`config.mk`:
```
export PLATFORM = sky130hd
export DESIGN_NAME = cal_readout
export DESIGN_NICKNAME = d
export VERILOG_FILES = /design/src/shared/cal_readout_pkg.sv /design/src/design/cal_readout.sv
export VERILOG_INCLUDE_DIRS = /design/src /design/src/shared
export SDC_FILE = /design/constraint.sdc
export NUM_CORES = 1
export LEC_CHECK = 0
export ABC_AREA = 1
export BUFFER_PORTS_ARGS = -buffer_cell sky130_fd_sc_hd__buf_2
export CAP_MARGIN = 25
export CORE_ASPECT_RATIO = 1.25
export CORE_MARGIN = 2
export CORE_UTILIZATION = 51
export CTS_CLUSTER_DIAMETER = 40
export DETAILED_ROUTE_END_ITERATION = 6
export HOLD_SLACK_MARGIN = 0.05
export PLACE_DENSITY = 0.76
export REMOVE_ABC_BUFFERS = 1
export SYNTH_ARGS = -nofsm -noshare
export SYNTH_HDL_FRONTEND = slang
export SYNTH_SLANG_ARGS = --single-unit
```
`constraint.sdc`:
```
create_clock -name hclk -period 2.3 [get_ports hclk]
set_input_delay 0.345 -clock hclk [delete_from_list [all_inputs] [get_ports hclk]]
set_output_delay 0.345 -clock hclk [all_outputs]
set_load 0.03 [all_outputs]
```
`src/shared/cal_readout_map.svh`:
```
// register offsets, field positions, reset values, mode bits and burst constants for the readout block
`ifndef CAL_READOUT_MAP_SVH
`define CAL_READOUT_MAP_SVH

// register byte offsets
`define CFG_OFFSET          32'h0000_0000
`define LAT_OFFSET          32'h0000_0004
`define STATUS_OFFSET       32'h0000_0008

// configuration register fields
`define CFG_ALL_FB_BIT      0
`define CFG_REPLICATE_BIT   1
`define CFG_RESET           32'h0000_0000

// latency register fields
`define LAT_CL_LSB          0
`define LAT_AL_LSB          8
`define LAT_FIELD_W         5
`define LAT_RESET           32'h0000_0006

// status register fields
`define ST_WL_BIT           0
`define ST_CAL_BIT          1
`define ST_LOC_LSB          2
`define ST_BUSY_BIT         4
`define ST_FB_BIT           5
`define ST_DLL_BIT          6

// mode register and read command address bits
`define MR1_WL_BIT          7
`define MR3_CAL_BIT         2
`define MR0_BL_LSB          0
`define A_NIBBLE_BIT        2
`define A_CHOP_BIT          12

// burst-length field of mode register zero
`define BL_FIXED8           2'h0
`define BL_OTF              2'h1
`define BL_FIXED4           2'h2

// calibration pattern, burst order bit 0 in the lsb
`define CAL_PATTERN         8'hAA
`define CAL_LOC_PATTERN     2'h0
`define BEATS_EIGHT         4'h8
`define BEATS_FOUR          4'h4
`define NIBBLE_BASE         3'h4

`endif

```
`src/shared/cal_readout_pkg.sv`:
```
// types shared by the readout block
package cal_readout_pkg;
  typedef enum logic [2:0] {
    CMD_NOP,
    CMD_MRS,
    CMD_READ,
    CMD_OTHER
  } cmd_t;

  typedef enum {
    DRV_OFF,
    DRV_LEVEL,
    DRV_BURST
  } drive_t;
endpackage

```
`src/design/cal_readout.sv`:
```
// device-side write-leveling feedback and calibration pattern readout with an AHB-Lite slave
//
// Chosen here: the address map and the AHB-Lite slave port.
`timescale 1ns/1ps
`include "cal_readout_map.svh"

// Behaviour
// (RQ1) mode register one bit 7 enters write leveling; clearing it leaves
// (RQ2) feedback on one prime DQ or all; unused DQs held low throughout
// (RQ3) feedback is the CK level caught at each rising strobe edge
// (RQ4) controller stops the strobe after the last edge; DQ undefined until tMOD
// (RQ5) controller then drives ODT low with setup and keeps it low
// (RQ6) controller disables leveling only after termination is off
// (RQ7) controller waits tMRD for mode writes, tMOD for any command
// (RQ8) mode register three bit 2 set enables calibration mode
// (RQ9) controller precharges all banks and meets tRP before enabling; ctrl_model issues no precharge before enabling
// (RQ10) in calibration mode every read is answered from the pattern register
// (RQ11) controller issues only reads in calibration mode; reset still allowed
// (RQ12) read with auto precharge acts as plain read; precharge ignored
// (RQ13) with bit 2 clear, location ignored and reads go to the array
// (RQ14) pattern on DQ0; DQ1 to DQ7 copy DQ0 or drive zero
// (RQ15) column bits 1:0 zero; bank and other address bits ignored
// (RQ16) eight-beat reads use column bit 2 zero, order 0 through 7
// (RQ17) chopped reads: column bit 2 picks nibble 0-3 or 4-7
// (RQ18) address bit 12 selects chop on the fly when mode zero allows
// (RQ19) normal read latency applies; DLL locked before reads
// (RQ20) burst starts read latency, additive plus CAS, after the command
// (RQ21) burst order bit 0 is the lsb, bit 7 the msb
// (RQ22) location 00 returns 0,1,0,1 pattern; other locations reserved
// (RQ23) controller waits tMRD and tMOD; no writes while bit 2 set
// (RQ24) controller waits tMPRR after last burst before disabling
module cal_readout
  import cal_readout_pkg::*;
#(
  parameter int RL_MAX = 32
)(
  input  wire logic        hclk,
  input  wire logic        hresetn,
  input  wire logic        ce,
  input  wire logic        hsel,
  input  wire logic [31:0] haddr,
  input  wire logic [1:0]  htrans,
  input  wire logic        hwrite,
  input  wire logic [2:0]  hsize,
  input  wire logic [31:0] hwdata,
  input  wire logic        hready,
  output logic             hreadyout,
  output logic             hresp,
  output logic [31:0]      hrdata,
  input  wire logic        cs_n,
  input  wire logic        ras_n,
  input  wire logic        cas_n,
  input  wire logic        we_n,
  input  wire logic [2:0]  ba,
  input  wire logic [14:0] addr,
  input  wire logic        odt,
  input  wire logic        dqs,
  input  wire logic        ck_level,
  input  wire logic        dll_locked,
  output logic [7:0]       dq_out,
  output logic             dq_oe,
  output logic             array_read
);

  // command decode straight from the pins, with no register in between
  cmd_t        cmd;
  logic        mrs_mr0;
  logic        mrs_mr1;
  logic        mrs_mr3;
  logic        rd_cmd;
  logic        rd_cal;
  always_comb
  begin
    if (cs_n)
      cmd = CMD_NOP;
    else if (!ras_n && !cas_n && !we_n)
      cmd = CMD_MRS;
    else if (ras_n && !cas_n && we_n)
      cmd = CMD_READ;
    else if (ras_n && cas_n && we_n)
      cmd = CMD_NOP;
    else
      cmd = CMD_OTHER;
  end

  assign mrs_mr0 = ce && (cmd == CMD_MRS) && (ba == 3'h0);
  assign mrs_mr1 = ce && (cmd == CMD_MRS) && (ba == 3'h1);
  assign mrs_mr3 = ce && (cmd == CMD_MRS) && (ba == 3'h3);
  assign rd_cmd  = ce && (cmd == CMD_READ);
  // mode state captured from mode register writes
  logic        wl_mode_r;
  logic        cal_mode_r;
  logic [1:0]  cal_loc_r;
  logic [1:0]  bl_mode_r;

  always_ff @(posedge hclk or negedge hresetn)
  begin
    if (!hresetn)
      wl_mode_r <= 1'b0;
    else if (mrs_mr1)
      wl_mode_r <= addr[`MR1_WL_BIT];                             // [RQ1]
  end
  always_ff @(posedge hclk or negedge hresetn)
  begin
    if (!hresetn)
    begin
      cal_mode_r <= 1'b0;
      cal_loc_r  <= 2'h0;
    end
    else if (mrs_mr3)
    begin
      cal_mode_r <= addr[`MR3_CAL_BIT];                           // [RQ8]
      cal_loc_r  <= addr[1:0];                                    // [RQ10]
    end
  end

  always_ff @(posedge hclk or negedge hresetn)
  begin
    if (!hresetn)
      bl_mode_r <= `BL_FIXED8;
    else if (mrs_mr0)
      bl_mode_r <= addr[`MR0_BL_LSB +: 2];
  end
  // register file: configuration and latency written by software
  logic [31:0] cfg_r;
  logic [31:0] lat_r;
  logic        ap_write_r;
  logic        ap_read;
  logic [31:0] ap_addr_r;
  logic        ap_valid;
  assign ap_valid  = hsel && hready && htrans[1] && ce;
  assign ap_read   = ap_valid && !hwrite;
  assign hreadyout = 1'b1;   // zero wait states, every access completes at once
  assign hresp     = 1'b0;
  // full address kept, so an unmapped offset never aliases onto a register
  always_ff @(posedge hclk or negedge hresetn)
  begin
    if (!hresetn)
    begin
      ap_write_r <= 1'b0;
      ap_addr_r  <= 32'h0000_0000;
    end
    else if (ce)
    begin
      ap_write_r <= ap_valid && hwrite;
      ap_addr_r  <= haddr;
    end
  end
  // write data arrives in the data phase, one cycle after the address phase
  always_ff @(posedge hclk or negedge hresetn)
  begin
    if (!hresetn)
    begin
      cfg_r <= `CFG_RESET;
      lat_r <= `LAT_RESET;
    end
    else if (ce && ap_write_r)
    begin
      if (ap_addr_r == `CFG_OFFSET)
        cfg_r <= hwdata;
      else if (ap_addr_r == `LAT_OFFSET)
        lat_r <= hwdata;
    end
  end

  // read latency: additive plus CAS, held at least two to keep the pipe tap legal
  logic [5:0]  rl;
  logic [5:0]  rl_idx;
  assign rl     = {1'b0, lat_r[`LAT_AL_LSB +: `LAT_FIELD_W]}
                + {1'b0, lat_r[`LAT_CL_LSB +: `LAT_FIELD_W]};    // [RQ20]
  assign rl_idx = (rl < 6'd2) ? 6'd0 : rl - 6'd2;

  // chop decision and nibble choice for a calibration read
  logic        rd_chop;
  logic        rd_nib;

  always_comb
  begin
    case (bl_mode_r)
      `BL_OTF:    rd_chop = !addr[`A_CHOP_BIT];                   // [RQ18]
      `BL_FIXED4: rd_chop = 1'b1;
      default:    rd_chop = 1'b0;
    endcase
  end

  // bank, auto-precharge and other column bits are never looked at here
  assign rd_nib = rd_chop && addr[`A_NIBBLE_BIT];                 // [RQ15] [RQ16] [RQ17]
  assign rd_cal = rd_cmd && cal_mode_r;                           // [RQ10] [RQ12]

  // normal reads leave for the array, one pulse per command
  always_ff @(posedge hclk or negedge hresetn)
  begin
    if (!hresetn)
      array_read <= 1'b0;
    else if (ce)
      array_read <= rd_cmd && !cal_mode_r;                        // [RQ13]
  end

  // latency pipe, one stage per clock, so back-to-back reads each keep their slot
  logic [RL_MAX-1:0] pend_v_r;
  logic [RL_MAX-1:0] pend_chop_r;
  logic [RL_MAX-1:0] pend_nib_r;
  logic              launch;
  always_ff @(posedge hclk or negedge hresetn)
  begin
    if (!hresetn)
    begin
      pend_v_r    <= '0;
      pend_chop_r <= '0;
      pend_nib_r  <= '0;
    end
    else if (ce)
    begin
      pend_v_r    <= {pend_v_r[RL_MAX-2:0], rd_cal};
      pend_chop_r <= {pend_chop_r[RL_MAX-2:0], rd_chop};
      pend_nib_r  <= {pend_nib_r[RL_MAX-2:0], rd_nib};
    end
  end

  assign launch = ce && pend_v_r[rl_idx[4:0]];                    // [RQ19] [RQ20]
  // burst sequencer: a later launch restarts the sequencer
  logic [2:0]  beat_r;
  logic [3:0]  left_r;
  logic        burst_r;
  logic [2:0]  base;
  logic [7:0]  pattern;
  assign base    = pend_nib_r[rl_idx[4:0]] ? `NIBBLE_BASE : 3'h0;
  assign pattern = (cal_loc_r == `CAL_LOC_PATTERN) ? `CAL_PATTERN : 8'h00; // [RQ22]

  always_ff @(posedge hclk or negedge hresetn)
  begin
    if (!hresetn)
    begin
      beat_r  <= 3'h0;
      left_r  <= 4'h0;
      burst_r <= 1'b0;
    end
    else if (launch)
    begin
      beat_r  <= base;
      left_r  <= pend_chop_r[rl_idx[4:0]] ? `BEATS_FOUR - 4'h1 : `BEATS_EIGHT - 4'h1;
      burst_r <= 1'b1;
    end
    else if (ce && burst_r)
    begin
      beat_r  <= beat_r + 3'h1;
      left_r  <= left_r - 4'h1;
      burst_r <= (left_r != 4'h0);
    end
  end

  // leveling feedback: CK level caught on each rising strobe edge
  logic        dqs_prev_r;
  logic        wl_fb_r;
  always_ff @(posedge hclk or negedge hresetn)
  begin
    if (!hresetn)
    begin
      dqs_prev_r <= 1'b0;
      wl_fb_r    <= 1'b0;
    end
    else if (ce)
    begin
      dqs_prev_r <= dqs;
      if (wl_mode_r && dqs && !dqs_prev_r)
        wl_fb_r <= ck_level;                                      // [RQ3]
    end
  end

  // output driver selection; leveling wins since reads are illegal during it
  drive_t      drive;
  logic        bit_now;

  always_comb
  begin
    if (wl_mode_r)
      drive = DRV_LEVEL;
    else if (burst_r)
      drive = DRV_BURST;
    else
      drive = DRV_OFF;
  end

  assign bit_now = pattern[beat_r];                               // [RQ21]
  // registered DQ, so the pins never glitch on the mode switch
  always_ff @(posedge hclk or negedge hresetn)
  begin
    if (!hresetn)
    begin
      dq_out <= 8'h00;
      dq_oe  <= 1'b0;
    end
    else if (ce)
    begin
      case (drive)
        DRV_LEVEL:
        begin
          dq_out <= cfg_r[`CFG_ALL_FB_BIT] ? {8{wl_fb_r}} : {7'h00, wl_fb_r}; // [RQ2]
          dq_oe  <= 1'b1;
        end
        DRV_BURST:
        begin
          dq_out <= cfg_r[`CFG_REPLICATE_BIT] ? {8{bit_now}} : {7'h00, bit_now}; // [RQ14]
          dq_oe  <= 1'b1;
        end
        default:
        begin
          dq_out <= 8'h00;   // released at leveling exit; the far end ignores it until tMOD
          dq_oe  <= 1'b0;
        end
      endcase
    end
  end

  // status and read-back data, taken in the address phase
  logic [31:0] status;

  assign status = {25'h000_0000, dll_locked, wl_fb_r, burst_r, cal_loc_r, cal_mode_r, wl_mode_r};
  always_ff @(posedge hclk or negedge hresetn)
  begin
    if (!hresetn)
      hrdata <= 32'h0000_0000;
    else if (ap_read)
    begin
      if (haddr == `CFG_OFFSET)
        hrdata <= cfg_r;
      else if (haddr == `LAT_OFFSET)
        hrdata <= lat_r;
      else if (haddr == `STATUS_OFFSET)
        hrdata <= status;
      else
        hrdata <= 32'h0000_0000;
    end
  end
endmodule // cal_readout

```
==> key figures <==
Routing
  – WL/cell: around 17 µm
  – DRT iter0 DRCs: ~800
  – Number of remaining DRC errors: 0
  – Final ANT Viol Nets: 0
  – Drt first pass iters: 5
  – Total number of vias: 8692
  – DRT Wirelength: 26.29 mm
  – Via density per instance: between 5 and 6

Power
  – Worst vdd ir: a little under 0.7 mV
  – Pwr per Cell Area: around 790 nW/µm²
  – Total Power: ~10 mW
  – Leakage: around 6.2 nW

Timing
  – Max Fclk: around 360 MHz
  – Final hold viol count: 0
  – Final min period: ~2800 ps
  – Setup repair after global routing missed its margin: true
  – Clk_skew: about 10 ps
  – Final WS setup: -460.5 ps
  – Final Max Tran Viols: 0
  – Relative slew margins: 0.4730
  – Tightest Pin Transition: 790.4 ps
  – Period Utilization, post-route: 1.200
  – Setup Viol. Count Final: 6

Clock network
  – CTS Root Cell: clkbuf_16
  – Cts bufs inserted: 29
  – Clock-pin slew on the worst setup and hold paths: roughly 60 ps
  – Clock Path Buffers: 3
  – CTS tree: built
  – Clk sink count: 211
  – CTS H-tree lvls: 1
  – Worst-Skew Late Latency: 540 ps

Finish
  – Most frequent cells in the layout: 292 x nand2_1, 209 x dfrtp_1, 158 x o21ai_0
  – Multi-input gate area: a little under 4000 µm²
  – Layout cells sized above 1: 0.2515
  – Register area: 5283 µm²
  – Final nets: 1445
  – Layout filler cell count: ~1300
  – Layout area overhead: 33.09%
  – Share of the core filled with cells: 0.6871
  – Most common cell after layout, fill and taps aside: nand2_1

Min path
  – Worst Hold Class: in -> reg

Global routing
  – Initial antenna violation count: 1
  – M1 GR Usage: 0.3311
  – Top Usage Layer GRT: met2
  – Largest net degree at the start of global routing: between 80 and 90
  – M2 GR Usage: 0.4461
  – GR Util met3: 0.04691
  – Global-route wire length before repair: about 43 mm
  – Gr usage total: 0.2630
  – GR Overflow Total: 0
  – Vias in the first global route: a little under 9000

Critical path
  – CP max FO: 11
  – CP startpoint kind: flip-flop
  – Largest delay share family, worst path: simple AND/OR/NAND/NOR gates
  – Critical Path RT: 2730 ps
  – Arr. time, crit path: around 3200 ps
  – Worst path cell trace: inv_2 > fa_2 > inv_2 > nand3_4 > nand2_2 > nand2_1 > nand2_2 > nor2_4 > nand2_8 > nand2_8 > nor2_1 > nand2_1 > nand3_1 > nand3_2 > nand2_2 > nand2_2 > nand3_4 > nand2_2 > nor2_1 > nor2_1
  – Setup CP Type: reg -> reg
  – Worst stage delay on the critical path: between 500 and 600 ps
  – CP Buf/Inv Count: 2
  – Crit end category: flip-flop
  – Most used cell, CP: nand2_2
  – Crit-path slowest cell: dfstp_2

Flow run
  – Max Cap Viol: 0

Yosys
  – Post-Synth Adder-Cell Area: 0.01514
  – Post-Syn Area per Cell: 8.430 µm²
  – Async S/R FF share, synth: 1.000
  – Post-synthesis xor/xnor area fraction: 0.003655
  – EDFF count, synth: 0
  – Synth Instances: 1137
  – Top FF cell, synth: dfrtp_1
  – Library cells used by synthesis: 34
  – Post-synthesis simple-gate area fraction: 0.2197
  – Post-synthesis mux area share: 0.001175
  – Sequential area share after synthesis: 0.5511
  – Synthesis warning total: 0
  – Compound-Gate Fraction of Synth Area: 0.1249
  – Mapped Area: ~9600 µm²
  – Combinational family with the most area after synthesis: simple AND/OR/NAND/NOR gates
  – Yosys reg bits: between 200 and 250

Die
  – Die height: between 150 and 200 µm
  – I/O pin cnt: about 150
  – Num rows: 56
  – Starting density of the core: 0.5162
  – Std-Cell Core Area: between 15000 and 20000 µm²
  – Area of the die: ~20000 µm²
  – Die span in x: between 100 and 150 µm

Placed design
  – Post-DP HPWL: about 16 mm
  – Gpl congestion: about 0.9
  – IO buf count: ~130

Status
  – Failing checks: setup timing
  – Status: finished, violations left
power breakdown:
group | total (mW) | switching [mW] | internal [mW]
Sequential | 4.16 | 0.179 | 3.98
Clock | 4.83 | 1.80 | 3.03
Combinational | 1.04 | 0.679 | 0.362
Total | 10.0 | 2.66 | 7.37
tightest hold or removal path, stage by stage:
cell and delay [ps]:
buf_2 90, inv_1 50, o21ai_0 70
through the flow:
stage | area (µm²) | hold WS, ps | setup slack, ps | std cells | TNS (ps)
6_report | 12760 | 69.93 | -460.5 | 1589 | -2423
4_1_cts | 12530 | 59.03 | -358.2 | 1587 | -1746
5_1_grt | 12760 | 79.11 | -602.3 | 1589 | -3305
2_1_floorplan | 9239 | 49.41 | -1714 | 1063 | -49150
3_5_place_dp | 10760 | 360.3 | -518.6 | 1485 | -2634
3_3_place_gp | 10760 | 357.1 | -401.5 | 1485 | -2044
cells by family (layout without fill, tap and decap cells):
family / after synthesis / after routing
AND/OR/NAND/NOR: 501 / 503
AO/OA/AOI/OAI: 212 / 212
flip-flops: 211 / 211
buffers and inverters: 195 / 412
adder cells (fa/ha/maj): 11 / 11
XOR/XNOR: 4 / 4
other: 2 / 3
multiplexers: 1 / 1
cell usage after synthesis, types with 3 or more instances:
library cell | instances | share of area
a21oi_1 | 7 | 0.0037
a221oi_1 | 32 | 0.029
buf_1 | 5 | 0.0020
buf_2 | 4 | 0.0021
buf_4 | 11 | 0.0086
buf_6 | 3 | 0.0035
clkbuf_1 | 51 | 0.020
dfrtp_1 | 209 | 0.55
ha_1 | 10 | 0.013
inv_1 | 120 | 0.047
nand2_1 | 301 | 0.12
nand2_2 | 4 | 0.0026
nand3_1 | 80 | 0.042
nand4_1 | 14 | 0.0091
nor2_1 | 77 | 0.030
nor2_2 | 3 | 0.0020
nor3_1 | 4 | 0.0021
nor4_1 | 11 | 0.0072
o21ai_0 | 168 | 0.088
xor2_1 | 3 | 0.0027
timing repair:
action,in CTS,in global routing
endpoints found under the setup margin,6,9
cloned,2,1
endpoints found under the hold margin,87,0
pin swaps,29,33
resized for setup,51,47
hold buffers,33,0
buffers inserted,13,2
path summary, 6_finish.rpt:
| kind | cells past startpoint | startpoint | end | slack [ps] |
|---|---|---|---|---|
| worst min-delay path | 3 | hwdata[24] | cfg_r[24]$_DFFE_PN0P_ | 70 |
| worst min register to register | 2 | array_read$_DFFE_PN0P_ | array_read$_DFFE_PN0P_ | 480 |
| min in group asynchronous | 2 | hresetn | ap_addr_r[23]$_DFFE_PN0P_ | 340 |
| max in group asynchronous | 3 | hresetn | cfg_r[7]$_DFFE_PN0P_ | 1240 |
| worst max register to register | 20 | lat_r[1]$_DFFE_PN1P_ | left_r[2]$_DFFE_PN0P_ | -460 |
| worst max-delay path | 20 | lat_r[1]$_DFFE_PN1P_ | left_r[2]$_DFFE_PN0P_ | -460 |
flip-flops by register name, indices dropped and copies added (netlist names), 2 cells and up:
| name | flops |
|---|---|
| left_r | 4 |
| pend_v_r | 32 |
| hrdata | 32 |
| pend_chop_r | 32 |
| lat_r | 32 |
| bl_mode_r | 2 |
| cfg_r | 32 |
| ap_addr_r | 32 |
| cal_loc_r | 2 |
| dq_out | 2 |
layout make-up:
type                    instances  share of cell area
diodes                          1           0.0001962
repair buffers                237              0.1361
clock inverters                21             0.02315
clock buffers                  33             0.06042
flip-flops and latches        211              0.4141
multi-input cells             733              0.3066
inverters                     121             0.03668
well taps                     232             0.02275
routing by layer:
metal	up-vias	wire length, µm
li1	4095	-
met1	4200	10530
met2	311	13140
met3	86	1587
met4	0	1035
met5	-	0
(Power assumes the default switching activity.)
